**src/pkg/shb_class_defines.vh**
```
`ifndef SHB_CLASS_DEFINES_VH
`define SHB_CLASS_DEFINES_VH

// frame layout
`define TOP_BAND_LEN      10'h0140
`define ANA_LEN           10'h0120
`define BAND_LEN          6'h20
`define BAND_COUNT        4'h9

// class codes
`define CLASS_NOISE       2'h0
`define CLASS_ONSET       2'h1
`define CLASS_NORMAL      2'h2
`define CLASS_HARMONIC    2'h3

// sharpness thresholds, cross-multiplied
`define SHARP_NUM         7'h3e
`define SHARP_DEN         4'h9
`define NOISE_NUM         7'h1f
`define NOISE_DEN         4'h3
`define PEAK_MIN          16'h0008
`define NOISE_CNT_MIN     4'h4
`define VAR_NUM           3'h5
`define VAR_DEN           5'h18
`define TILT_MAX          16'h0500
`define GAIN_LO_NUM       3'h2
`define GAIN_HI_NUM       3'h5
`define GAIN_HI_DEN       4'h9

// harmonic thresholds
`define ISHARP_WIDE_HARM  4'h4
`define ISHARP_WIDE_ONSET 4'h8
`define ISHARP_WIDE_OTHER 4'h6
`define ISHARP_HARM       4'h2
`define ISHARP_OTHER      4'h8
`define LSHARP_WIDE       16'h000a
`define LSHARP_HARM       16'h0005
`define LSHARP_OTHER      16'h0014
`define CLASS_CNT_MAX     4'hc
`define CLASS_CNT_HOLD    4'h2

// envelope start offsets
`define OFFSET_LOW_RATE   7'h06
`define OFFSET_HIGH_RATE  7'h50

// register map
`define REG_CTRL          12'h000
`define REG_STATUS        12'h004
`define REG_PEAK          12'h008
`define REG_MAG_TOTAL     12'h00c
`define CTRL_WIDE_BIT     0
`define CTRL_RATE_BIT     1

`endif

```
**src/core/shb_frame_class_coder.v**
```verilog
// The register addresses and the APB slave port are this design's own decisions.
`timescale 1ns/1ps
`include "shb_class_defines.vh"

module shb_frame_class_coder (
  input  wire        clk,
  input  wire        nrst,
  input  wire        psel,
  input  wire        penable,
  input  wire        pwrite,
  input  wire [11:0] paddr,
  input  wire [31:0] pwdata,
  output reg  [31:0] prdata,
  output wire        pready,
  output wire        pslverr,
  input  wire        frameStart,
  input  wire        onsetFlag,
  input  wire [15:0] tilt,
  input  wire        coefValid,
  input  wire [15:0] coefData,
  output wire        coefReady,
  output reg  [1:0]  classCode,
  output reg         classValid,
  output wire        frameBusy,
  output reg  [6:0]  envOffset,
  input  wire [3:0]  boundIdx,
  output reg  [8:0]  boundStart,
  output reg  [3:0]  subBandCount
);

  localparam ST_IDLE = 3'h0;
  localparam ST_GAIN = 3'h1;
  localparam ST_ANA  = 3'h2;
  localparam ST_VAR  = 3'h3;
  localparam ST_DEC  = 3'h4;

  reg  [2:0]  state;
  reg  [9:0]  coefIdx;
  reg  [3:0]  bandIdx;
  reg         wideMode;
  reg         highRate;
  reg         frameOnset;
  reg  [15:0] frameTilt;
  reg  [41:0] gainAcc;
  reg  [41:0] prevGain;
  reg  [20:0] bandSum;
  reg  [15:0] bandPeak;
  reg  [15:0] peakMax;
  reg  [23:0] magTotal;
  reg  [33:0] varAcc;
  reg  [3:0]  sharpCnt;
  reg  [3:0]  noiseCnt;
  reg  [3:0]  classCnt;
  reg  [1:0]  prevClass;
  reg  [20:0] bandSums [0:8];
  reg  [3:0]  iSharp;
  reg  [15:0] lSharp;
  reg  [1:0]  next_class;
  reg  [3:0]  next_classCnt;
  reg  [31:0] readMux;

  // the stream is only taken while a frame is being collected
  wire        collecting = (state == ST_GAIN) || (state == ST_ANA);
  wire        take       = coefValid && collecting;
  assign coefReady = collecting;
  assign frameBusy = (state != ST_IDLE);

  // magnitude; the most negative value saturates to keep 15 bits
  wire [15:0] negMag = (coefData == 16'h8000) ? 16'h7fff
                       : (~coefData + 16'h0001);
  wire [15:0] mag    = coefData[15] ? negMag : coefData;
  wire [31:0] magSq = mag * mag;

  // end-of-band values include the current coefficient
  wire [20:0] fullSum  = bandSum + {5'h00, mag};
  wire [15:0] fullPeak = (mag > bandPeak) ? mag : bandPeak;
  wire [20:0] rest     = fullSum - {5'h00, fullPeak};
  wire        bandEnd  = (coefIdx[4:0] == 5'h1f);

  // sharpness 31p/rest > 4.5 <=> 62p > 9 rest
  wire [25:0] sharpLhs = `SHARP_NUM * fullPeak;
  wire [25:0] sharpRhs = `SHARP_DEN * rest;
  wire        isSharp  = (sharpLhs > sharpRhs)
                         && (fullPeak > `PEAK_MIN);
  // sharpness < 3 <=> 31p < 3 rest; empty band has sharpness 0
  wire [25:0] noiseLhs = `NOISE_NUM * fullPeak;
  wire [25:0] noiseRhs = `NOISE_DEN * rest;
  wire        isNoisy  = (fullSum == 21'h00_0000)
                         || (noiseLhs < noiseRhs);

  // variation term for one band: |9 sum_j - total|, scaled by 288
  wire [24:0] nineSum  = `SHARP_DEN * bandSums[bandIdx];
  wire [24:0] totalExt = {1'b0, magTotal};
  wire [24:0] varDev   = (nineSum > totalExt) ? (nineSum - totalExt)
                         : (totalExt - nineSum);

  // gain ratio 0.5 < g/gp < 1.8 <=> 2g > gp and 5g < 9gp
  wire [45:0] gainLo   = `GAIN_LO_NUM * gainAcc;
  wire [45:0] gainHi   = `GAIN_HI_NUM * gainAcc;
  wire [45:0] prevHi   = `GAIN_HI_DEN * prevGain;
  wire        gainOk   = (gainLo > {4'h0, prevGain}) && (gainHi < prevHi);

  // variation < 4.8 mean <=> 5 var < 24 total
  wire [37:0] varLhs   = `VAR_NUM * varAcc;
  wire [37:0] varRhs   = `VAR_DEN * magTotal;

  // thresholds from the previous mode and class
  always @* begin
    if (wideMode) begin
      if (prevClass == `CLASS_HARMONIC)
        iSharp = `ISHARP_WIDE_HARM;
      else if (prevClass == `CLASS_ONSET)
        iSharp = `ISHARP_WIDE_ONSET;
      else
        iSharp = `ISHARP_WIDE_OTHER;
      lSharp = `LSHARP_WIDE;
    end else if (prevClass == `CLASS_HARMONIC) begin
      iSharp = `ISHARP_HARM;
      lSharp = `LSHARP_HARM;
    end else begin
      iSharp = `ISHARP_OTHER;
      lSharp = `LSHARP_OTHER;
    end
  end

  // classification; the counter is left alone on onset frames
  wire directHarm = (sharpCnt > iSharp) && gainOk
                    && (peakMax > lSharp);
  always @* begin
    next_classCnt = classCnt;
    if (frameOnset) begin
      next_class = `CLASS_ONSET;
    end else begin
      if (directHarm) begin
        if (classCnt < `CLASS_CNT_MAX)
          next_classCnt = classCnt + 4'h1;
      end else if (classCnt != 4'h0) begin
        next_classCnt = classCnt - 4'h1;
      end
      if (directHarm || (next_classCnt >= `CLASS_CNT_HOLD))
        next_class = `CLASS_HARMONIC;
      else if ((noiseCnt > `NOISE_CNT_MIN) && (varLhs < varRhs)
               && (frameTilt < `TILT_MAX))
        next_class = `CLASS_NOISE;
      else
        next_class = `CLASS_NORMAL;
    end
  end

  // frame sequencer: 320 top band coefs, then 288 analysis coefs
  always @(posedge clk or negedge nrst) begin
    if (!nrst) begin
      state      <= ST_IDLE;
      coefIdx    <= 10'h000;
      bandIdx    <= 4'h0;
      frameOnset <= 1'b0;
      frameTilt  <= 16'h0000;
      gainAcc    <= 42'h000_0000_0000;
      prevGain   <= 42'h000_0000_0000;
      bandSum    <= 21'h00_0000;
      bandPeak   <= 16'h0000;
      peakMax    <= 16'h0000;
      magTotal   <= 24'h00_0000;
      varAcc     <= 34'h0_0000_0000;
      sharpCnt   <= 4'h0;
      noiseCnt   <= 4'h0;
      classCnt   <= 4'h0;
      prevClass  <= `CLASS_NOISE;
      classCode  <= `CLASS_NOISE;
      classValid <= 1'b0;
    end else begin
      classValid <= 1'b0;
      case (state)
        ST_IDLE: begin
          if (frameStart) begin
            frameOnset <= onsetFlag;
            frameTilt  <= tilt;
            coefIdx    <= 10'h000;
            bandIdx    <= 4'h0;
            gainAcc    <= 42'h000_0000_0000;
            bandSum    <= 21'h00_0000;
            bandPeak   <= 16'h0000;
            peakMax    <= 16'h0000;
            magTotal   <= 24'h00_0000;
            varAcc     <= 34'h0_0000_0000;
            sharpCnt   <= 4'h0;
            noiseCnt   <= 4'h0;
            state      <= ST_GAIN;
          end
        end
        ST_GAIN: begin
          if (take) begin
            gainAcc <= gainAcc + {10'h000, magSq};
            if (coefIdx == `TOP_BAND_LEN - 10'h001) begin
              coefIdx <= 10'h000;
              state   <= ST_ANA;
            end else begin
              coefIdx <= coefIdx + 10'h001;
            end
          end
        end
        ST_ANA: begin
          if (take) begin
            magTotal <= magTotal + {8'h00, mag};
            if (bandEnd) begin
              // band closes: store sum, update peaks and counters
              bandSums[bandIdx] <= fullSum;
              bandSum  <= 21'h00_0000;
              bandPeak <= 16'h0000;
              if (fullPeak > peakMax)
                peakMax <= fullPeak;
              if (isSharp)
                sharpCnt <= sharpCnt + 4'h1;
              if (isNoisy)
                noiseCnt <= noiseCnt + 4'h1;
              bandIdx <= bandIdx + 4'h1;
            end else begin
              bandSum  <= fullSum;
              bandPeak <= fullPeak;
            end
            if (coefIdx == `ANA_LEN - 10'h001) begin
              bandIdx <= 4'h0;
              state   <= ST_VAR;
            end else begin
              coefIdx <= coefIdx + 10'h001;
            end
          end
        end
        ST_VAR: begin
          // one band per cycle; the total is only known here
          varAcc <= varAcc + {9'h000, varDev};
          if (bandIdx == `BAND_COUNT - 4'h1)
            state <= ST_DEC;
          else
            bandIdx <= bandIdx + 4'h1;
        end
        ST_DEC: begin
          classCode  <= next_class;
          prevClass  <= next_class;
          classCnt   <= next_classCnt;
          prevGain   <= gainAcc;
          classValid <= 1'b1;
          state      <= ST_IDLE;
        end
        default: state <= ST_IDLE;
      endcase
    end
  end

  // sub-band boundary lookup for the class last emitted
  always @(posedge clk or negedge nrst) begin
    if (!nrst) begin
      boundStart   <= 9'h000;
      subBandCount <= 4'h0;
      envOffset    <= `OFFSET_LOW_RATE;
    end else begin
      envOffset <= highRate ? `OFFSET_HIGH_RATE : `OFFSET_LOW_RATE;
      if (classCode == `CLASS_ONSET) begin
        subBandCount <= 4'h4;
        case (boundIdx)
          4'h0:    boundStart <= 9'h000;
          4'h1:    boundStart <= 9'h04c;
          4'h2:    boundStart <= 9'h098;
          4'h3:    boundStart <= 9'h0ec;
          default: boundStart <= 9'h140;
        endcase
      end else begin
        subBandCount <= 4'he;
        case (boundIdx)
          4'h0:    boundStart <= 9'h000;
          4'h1:    boundStart <= 9'h010;
          4'h2:    boundStart <= 9'h028;
          4'h3:    boundStart <= 9'h038;
          4'h4:    boundStart <= 9'h050;
          4'h5:    boundStart <= 9'h060;
          4'h6:    boundStart <= 9'h078;
          4'h7:    boundStart <= 9'h088;
          4'h8:    boundStart <= 9'h0a0;
          4'h9:    boundStart <= 9'h0b8;
          4'ha:    boundStart <= 9'h0d0;
          4'hb:    boundStart <= 9'h0e8;
          4'hc:    boundStart <= 9'h100;
          4'hd:    boundStart <= 9'h120;
          default: boundStart <= 9'h140;
        endcase
      end
    end
  end

  // apb slave: zero wait states, error on unmapped addresses
  wire mapped = (paddr == `REG_CTRL) || (paddr == `REG_STATUS)
                || (paddr == `REG_PEAK) || (paddr == `REG_MAG_TOTAL);
  assign pready  = 1'b1;
  assign pslverr = psel && penable && !mapped;

  // control register: previous mode and rate select
  always @(posedge clk or negedge nrst) begin
    if (!nrst) begin
      wideMode <= 1'b0;
      highRate <= 1'b0;
    end else if (psel && penable && pwrite && (paddr == `REG_CTRL)) begin
      wideMode <= pwdata[`CTRL_WIDE_BIT];
      highRate <= pwdata[`CTRL_RATE_BIT];
    end
  end

  // read mux; unmapped reads return zero
  always @* begin
    case (paddr)
      `REG_CTRL:      readMux = {30'h0000_0000, highRate, wideMode};
      `REG_STATUS:    readMux = {15'h0000, frameBusy, noiseCnt, sharpCnt,
                                 classCnt, 2'h0, classCode};
      `REG_PEAK:      readMux = {16'h0000, peakMax};
      `REG_MAG_TOTAL: readMux = {8'h00, magTotal};
      default:        readMux = 32'h0000_0000;
    endcase
  end

  // read data is captured in the setup phase, so it holds steady
  // through the access phase even if status moves on that edge
  always @(posedge clk or negedge nrst) begin
    if (!nrst)
      prdata <= 32'h0000_0000;
    else if (psel && !penable)
      prdata <= readMux;
  end

endmodule

```
**config.mk**
```make
export PLATFORM = sky130hd
export DESIGN_NAME = shb_frame_class_coder
export DESIGN_NICKNAME = d
export VERILOG_FILES = /design/src/core/shb_frame_class_coder.v
export VERILOG_INCLUDE_DIRS = /design/src /design/src/pkg
export SDC_FILE = /design/constraint.sdc
export NUM_CORES = 2
export LEC_CHECK = 0
export ABC_AREA = 1
export BUFFER_PORTS_ARGS = -buffer_cell sky130_fd_sc_hd__buf_2
export CORE_MARGIN = 10
export CORE_UTILIZATION = 59
export DETAILED_ROUTE_END_ITERATION = 6
export GPL_TIMING_DRIVEN = 0
export PLACE_DENSITY_LB_ADDON = 0.3
export RECOVER_POWER = 50
export SETUP_SLACK_MARGIN = 0.02
export SLEW_MARGIN = 15
export SYNTH_ARGS = -nofsm -noshare
export SYNTH_HDL_FRONTEND = slang
export SYNTH_SLANG_ARGS = --single-unit
```
**constraint.sdc**
```tcl
create_clock -name clk -period 9.2 [get_ports clk]
set_input_delay 0.92 -clock clk [delete_from_list [all_inputs] [get_ports clk]]
set_output_delay 0.92 -clock clk [all_outputs]
set_load 0.005 [all_outputs]
```
==> After elaboration in Yosys (flattened, before gate mapping) <==
Memories as Yosys holds them, arrays and structs flattened.
Cells that the tools add are included.
{ "totals": {"regBits": 298, "mem_bits_rw": 189, "rom_bits": 96, "inputBits": 88, "wordCells": 213, "n_memories": 2} }
{ "memory_table": {"columns": ["memory", "words", "word_bits", "rd", "rd_clocked_by_memory_dff", "write_ports", "line", "text"], "rows": [
  ["bandSums", 9, 21, 1, 0, 1, "shb_frame_class_coder.v:55", "reg [20:0] bandSums [0:8];"],
  ["(no name shown)", 16, 6, 1, 0, 0, "shb_frame_class_coder.v:269", "case (boundIdx)"]
]} }
{ "classes": {"addsub": 14, "n_mul": 10, "n_lt_le_gt_ge": 15, "eq_ne": 30, "mux": 74, "bitwise": 2, "reduce_logical": 43} }
{ "ops": {"columns": ["op", "n"], "rows": [
  ["$mux W16", 9],
  ["$pmux W24 S4", 1],
  ["$mux W42", 2],
  ["$pmux W42 S2", 1],
  ["$mux W4", 20],
  ["$pmux W34 S2", 1],
  ["$pmux W16 S2", 2],
  ["$mux W21", 3],
  ["$mul A4 B21 Y25 const A", 2],
  ["$mux W10", 5],
  ["$gt A16 B16 Y1", 3],
  ["$mux W24", 2],
  ["$pmux W24 S2", 1],
  ["$lt A45 B46 Y1", 1],
  ["$mul A4 B42 Y46 const A", 1],
  ["$mul A3 B42 Y45 const A", 1],
  ["$gt A43 B42 Y1", 1],
  ["$add A42 B32 Y42", 1],
  ["$mul A5 B16 Y21 const A", 2],
  ["$pmux W21 S2", 1],
  ["$lt A37 B29 Y1", 1],
  ["$mul A3 B34 Y37 const A", 1],
  ["$pmux W9 S4", 1],
  ["$add A34 B25 Y34", 1],
  ["65 further kinds", 124]
]} }

==> Logic depth before layout (Yosys ltp) <==
{ "logic_depth": {"depth_word": 14, "depth_mapped": 73} }

==> Worst setup path before layout <==
OpenSTA, ideal clock, no wires.
{ "synth_path": {"kind": "input to register", "from": "in coefData[4]", "to": "reg noiseCnt[0]", "setup_time_ps": 117, "arrival_time_ps": 9512, "slack_ps": -428, "cell_stages": 67, "n_path_buf": 3, "cell_sequence": "inv_1 -> nand2_1 -> nor2_1 -> nand2_2 -> nor3_1 -> nand4_1 -> nand2_1 -> nor2_1 -> nor2_1 -> clkinv_1 -> clkbuf_1 -> ha_1 -> nand2_1 -> nor3_2 -> nand3_2 -> nand2_2 -> buf_2 -> clkbuf_1 -> [31 not listed] -> nor2_1 -> nor2_1 -> ha_1 -> a21oi_1 -> o221ai_1 -> a21o_1 -> a21oi_1 -> a21oi_1 -> nand3_1 -> nor2_1 -> nand2_1 -> nand2_1 -> nand2_1 -> inv_1 -> nand2_2 -> nand2_2 -> nand2_1 -> nand2_1"} }
{ "synth_between": {"elab_chain_cells": 12} }
{ "synth_rtl": {"columns": ["item", "line", "text"], "rows": [
  ["start, declared", "shb_frame_class_coder.v:20", "input wire [15:0] coefData,"],
  ["$not A16 Y16", "shb_frame_class_coder.v:70", ": (~coefData + 16'h0001);"],
  ["$add A16 B1 Y16", "shb_frame_class_coder.v:70", null],
  ["$mux W16", "shb_frame_class_coder.v:69", "wire [15:0] negMag = (coefData == 16'h8000) ? 16'h7fff"],
  ["$mux W16 *", "shb_frame_class_coder.v:71", "wire [15:0] mag = coefData[15] ? negMag : coefData;"],
  ["$gt A16 B16 Y1", "shb_frame_class_coder.v:76", "wire [15:0] fullPeak = (mag > bandPeak) ? mag : bandPeak;"],
  ["$mux W16", "shb_frame_class_coder.v:76", null],
  ["$sub A21 B16 Y21", "shb_frame_class_coder.v:77", "wire [20:0] rest = fullSum - {5'h00, fullPeak};"],
  ["$mul A2 B21 Y23 (no source line)", null, null],
  ["$lt A21 B23 Y1", "shb_frame_class_coder.v:89", "|| (noiseLhs < noiseRhs);"],
  ["$logic_or A1 B1 Y1 *", "shb_frame_class_coder.v:89", null],
  ["$ne A2 B2 Y1 (no source line) *", null, null],
  ["$reduce_and A5 Y1 (no source line) *", null, null],
  ["end signal, assigned", "shb_frame_class_coder.v:215", "noiseCnt <= noiseCnt + 4'h1;"],
  ["end, declared", "shb_frame_class_coder.v:52", "reg [3:0] noiseCnt;"]
]} }
Mark *: on every way between the ends. The rest lies on a longest branch, timed or not.
A chain may end at the register's enable or synchronous reset.

==> Worst setup path in the final report <==
{ "layout_path": {"from": "reg bandIdx[0]", "to": "reg varAcc[30]"} }
{ "layout_between": {"elab_chain_cells": 6} }
{ "layout_rtl": {"columns": ["item", "line", "text"], "rows": [
  ["start, declared", "shb_frame_class_coder.v:39", "reg [3:0] bandIdx;"],
  ["start signal, assigned", "shb_frame_class_coder.v:216", "bandIdx <= bandIdx + 4'h1;"],
  ["start signal, assigned", "shb_frame_class_coder.v:235", "bandIdx <= bandIdx + 4'h1;"],
  ["$mem_v2 Z9 W21 *", null, null],
  ["$mul A4 B21 Y25 (no source line) *", null, null],
  ["$sub A24 B25 Y25, or another cell as far along", "shb_frame_class_coder.v:95", ": (totalExt - nineSum);"],
  ["$mux W25 *", "shb_frame_class_coder.v:94", "wire [24:0] varDev = (nineSum > totalExt) ? (nineSum - totalExt)"],
  ["$add A34 B25 Y34 *", "shb_frame_class_coder.v:231", "varAcc <= varAcc + {9'h000, varDev};"],
  ["$pmux W34 S2 *", "shb_frame_class_coder.v:173", "case (state)"],
  ["end signal, assigned", "shb_frame_class_coder.v:231", null],
  ["end, declared", "shb_frame_class_coder.v:50", "reg [33:0] varAcc;"]
]} }
Marked as above.

==> Implementation_results.wiki <==
{| class="wikitable"
! Metric !! Value
|-
| Synth Flop Type || dfrtp_1
|-
| Result of the run || finished with violations
|-
| DR WL/cell || 19.6 um
|-
| Via count || 46800
|-
| Setup repair after global routing missed its margin || true
|-
| Sum of routed wire length over all layers || 156 mm
|-
| TritonCTS sink count || 462
|-
| Ranking of synthesized cells by instance count || 1218 x nand2_1, 967 x inv_1, 778 x ha_1
|-
| Total Die Area || 0.0980 sq mm
|-
| Critical path data arrival time || 9.54 ns
|-
| Design Area, Final || 0.0574 sq mm
|-
| Maximum net fanout on the critical path || 7
|-
| Clk_lat worst skew || 0.68 ns
|-
| Peak per-stage delay on the critical path || 0.45 ns
|-
| Clock slew at the register clock pins of the worst setup and hold paths || 0.07 ns
|-
| Final Critical Period || 9.01 ns
|-
| Die extent in x || 313 um
|-
| Dominant cell type by count on the critical path || buf_4
|-
| Count of final hold-check violations || 0
|-
| Total CTS buffers || 54
|-
| Via count normalized by instance count || 5.88
|-
| First-pass GRT wire length || 239 mm
|-
| Max-slew headroom at the worst pin || -45.7%
|-
| Instance area after placement || 0.0530 sq mm
|-
| Clock root buffer || clkbuf_16
|-
| Dpl hpwl || 120 mm
|-
| Multi-input gate area in the final layout || 0.0354 sq mm
|-
| Path type of the worst min-delay path || flip-flop to flip-flop
|-
| Most common cell in the netlist || nand2_1
|-
| IO buf count || 92
|-
| Part of the cycle the worst path needs || 97.9%
|-
| Filler instances || 7023
|-
| Detail Route Antenna Nets || 0
|-
| Library cell with the largest summed area after synthesis || ha_1
|-
| Share of the synthesized area in the top cell type || 19.2%
|-
| Fraction of layout instances using a drive strength above 1 || 10.9%
|-
| Drt initial violations || 4520
|-
| CTS tree || done
|-
| Core Area || 0.0851 sq mm
|-
| Worst EP required || 9.73 ns
|-
| Sort of element at the end of the critical path || flip-flop
|-
| Register cell area after layout || 0.0125 sq mm
|-
| Fmax || 111 MHz
|-
| Mapped Cells || 6437
|-
| Residual DRC || 0
|-
| Average footprint of a synthesized cell || 7.88 sq um
|-
| Maximum buffer depth of the clock tree || 3
|-
| Hold bufs inserted after CTS || 0
|-
| Cell type of the slowest stage on the worst timing path || dfrtp_2
|-
| Starting Density || 59.5%
|-
| Synth async-reset ratio || 59.1%
|-
| Number of global-route vias before repair || 45200
|-
| Max-capacitance violation count || 2
|-
| Row cnt || 107
|-
| Total overflow reported by the global router || 0
|-
| Router iterations before antenna repair || 6
|-
| Pin count of the biggest net entering global routing || 88
|-
| Count of nets after finishing || 7859
|-
| Max Clock Skew || 0.0622 ns
|-
| Yosys cell types || 72
|-
| Total standard cell area after synthesis || 0.0507 sq mm
|-
| Slew at the pin closest to its max-slew limit || 2.19 ns
|-
| Final count of negative-setup-slack endpoints || 0
|-
| Area contributors post-synth || ha_1 19%, dfrtp_1 13%, edfxtp_1 11%
|-
| Violations in the final reports || capacitance limit, slew limit
|-
| I/O Pins || 147
|-
| Final max-slew violation count || 34
|-
| Proportion of synthesized chip area in sequential cells || 24.7%
|-
| Critical path launch point type || flip-flop
|-
| Area Growth Syn to Fin || 13.3%
|-
| Synthesis Warnings || 0
|-
| Height of the die || 313 um
|-
| Final GP Congestion || 0.986
|-
| Number of synthesized register bits || 462
|-
| Number of flops mapped to enable cells by yosys || 189
|-
| CTS H-tree lvls || 2
|-
| Number of antenna violations at the first check in global routing || 2
|-
| Total GRT Usage || 30.0%
|-
| Worst Path Class, Setup || flip-flop to flip-flop
|}
[layout make-up]
type	instances	area share [%]
Multi-Input combinational cell	4889	61.6
Sequential cell	462	21.8
Inverter	995	6.62
Timing Repair Buffer	242	2.92
Clock buffer	68	2.58
Tap cell	1144	2.49
Buffer	117	1.37
Clock inverter	33	0.593
Antenna cell	1	0.00436
[layout by cell type (no fill, tap or decap), types with 54 or more instances in the layout]
master,synthesis,routed
nand2_1,1218,1188
nand3_1,238,226
dfrtp_1,272,270
xnor2_1,111,108
clkbuf_16,0,58
nand4_1,66,66
fa_1,232,231
clkbuf_1,83,98
nor3_1,63,54
o21ai_0,439,399
xor2_1,180,163
buf_4,20,157
o22ai_1,103,98
ha_1,778,752
edfxtp_1,189,189
buf_2,5,56
a21oi_1,504,475
nor2_1,530,496
nand2_2,55,77
inv_1,967,935
[timing repair]
item / 4_1_cts / 5_1_grt
endpoints found under the hold margin: 0 / 0
gates resized for setup: 167 / 263
setup buffers: 61 / 71
pin swaps: 30 / 95
gates cloned: 0 / 2
endpoints found under the setup margin: 37 / 39
[cell families (layout without fill, tap and decap cells)]
group           Yosys count  after routing  synth area share [%]
simple gates           2266           2266                  19.1
compound gates         1284           1284                  14.2
buf+inv                1113           1455                  8.42
fa+ha+maj              1010           1010                  28.4
flops                   462            462                  24.7
xor+xnor                292            292                  5.08
mux                       8              8                 0.163
other cells               2             30                0.0148
[stage by stage]
step | utilization [%] | TNS, ns | hold slack (ns) | setup slack, ns | instances
3_3_place_gp | 61.9 | -310.50 | 0.431 | -2.60 | 7700
5_1_grt | 67.4 | -2.41 | 0.465 | -0.266 | 7950
4_1_cts | 65.6 | 0 | 0.114 | 0.0252 | 7877
6_report | 67.4 | 0 | 0.437 | 0.189 | 7951
3_5_place_dp | 62.3 | -60.76 | 0.435 | -2.89 | 7716
2_1_floorplan | - | 0 | 0.389 | 0.0319 | 6464
[worst max-delay path: cells and delay by family, from the launching register on]
kind | cells | cell delay [ns]
AO/OA/AOI/OAI | 21 | 3.22
buffers and inverters | 22 | 2.59
adder cells (fa/ha/maj) | 5 | 1.21
AND/OR/NAND/NOR | 11 | 1.06
flip-flops | 1 | 0.45
XOR/XNOR | 2 | 0.35
[path summary, 6_finish.rpt]
check,from,slack (ns),endpoint,cells after the start
min in group asynchronous,nrst,0.90,prevGain[24]$_DFFE_PN0P_,1
max in group asynchronous,nrst,6.10,bandPeak[3]$_DFFE_PN0P_,4
max,bandIdx[0]$_DFFE_PN0P_,0.19,varAcc[30]$_DFFE_PN0P_,61
min,highRate$_DFFE_PN0P_,0.44,envOffset[4]$_DFF_PN0_,0
min reg2reg,highRate$_DFFE_PN0P_,0.44,envOffset[4]$_DFF_PN0_,0
max reg2reg,bandIdx[0]$_DFFE_PN0P_,0.19,varAcc[30]$_DFFE_PN0P_,61
[flip-flops by register name, summed over array words and instances, names as in the netlist, 2 cells and up]
signal        flops
coefIdx          10
prevClass         2
prdata           24
sharpCnt          4
varAcc           34
bandSum          21
bandIdx           4
gainAcc          42
noiseCnt          4
subBandCount      2
classCnt          4
bandPeak         16
prevGain         42
magTotal         24
state             3
boundStart        7
peakMax          16
frameTilt         8
envOffset         2
bandSums        189
[routing by layer]
layer / track usage, % / share of wire, % / up-vias
li1: - / - / 22100
met1: 39.9 / 41 / 22100
met2: 48.9 / 46 / 2097
met3: 4.38 / 8.6 / 453
met4: 12.3 / 4.5 / 4
met5: 0 / 0.017 / -
Power is left out: the tool's default activity adds up to more than one toggle a clock period on the data nets, which glitch-free logic cannot reach.
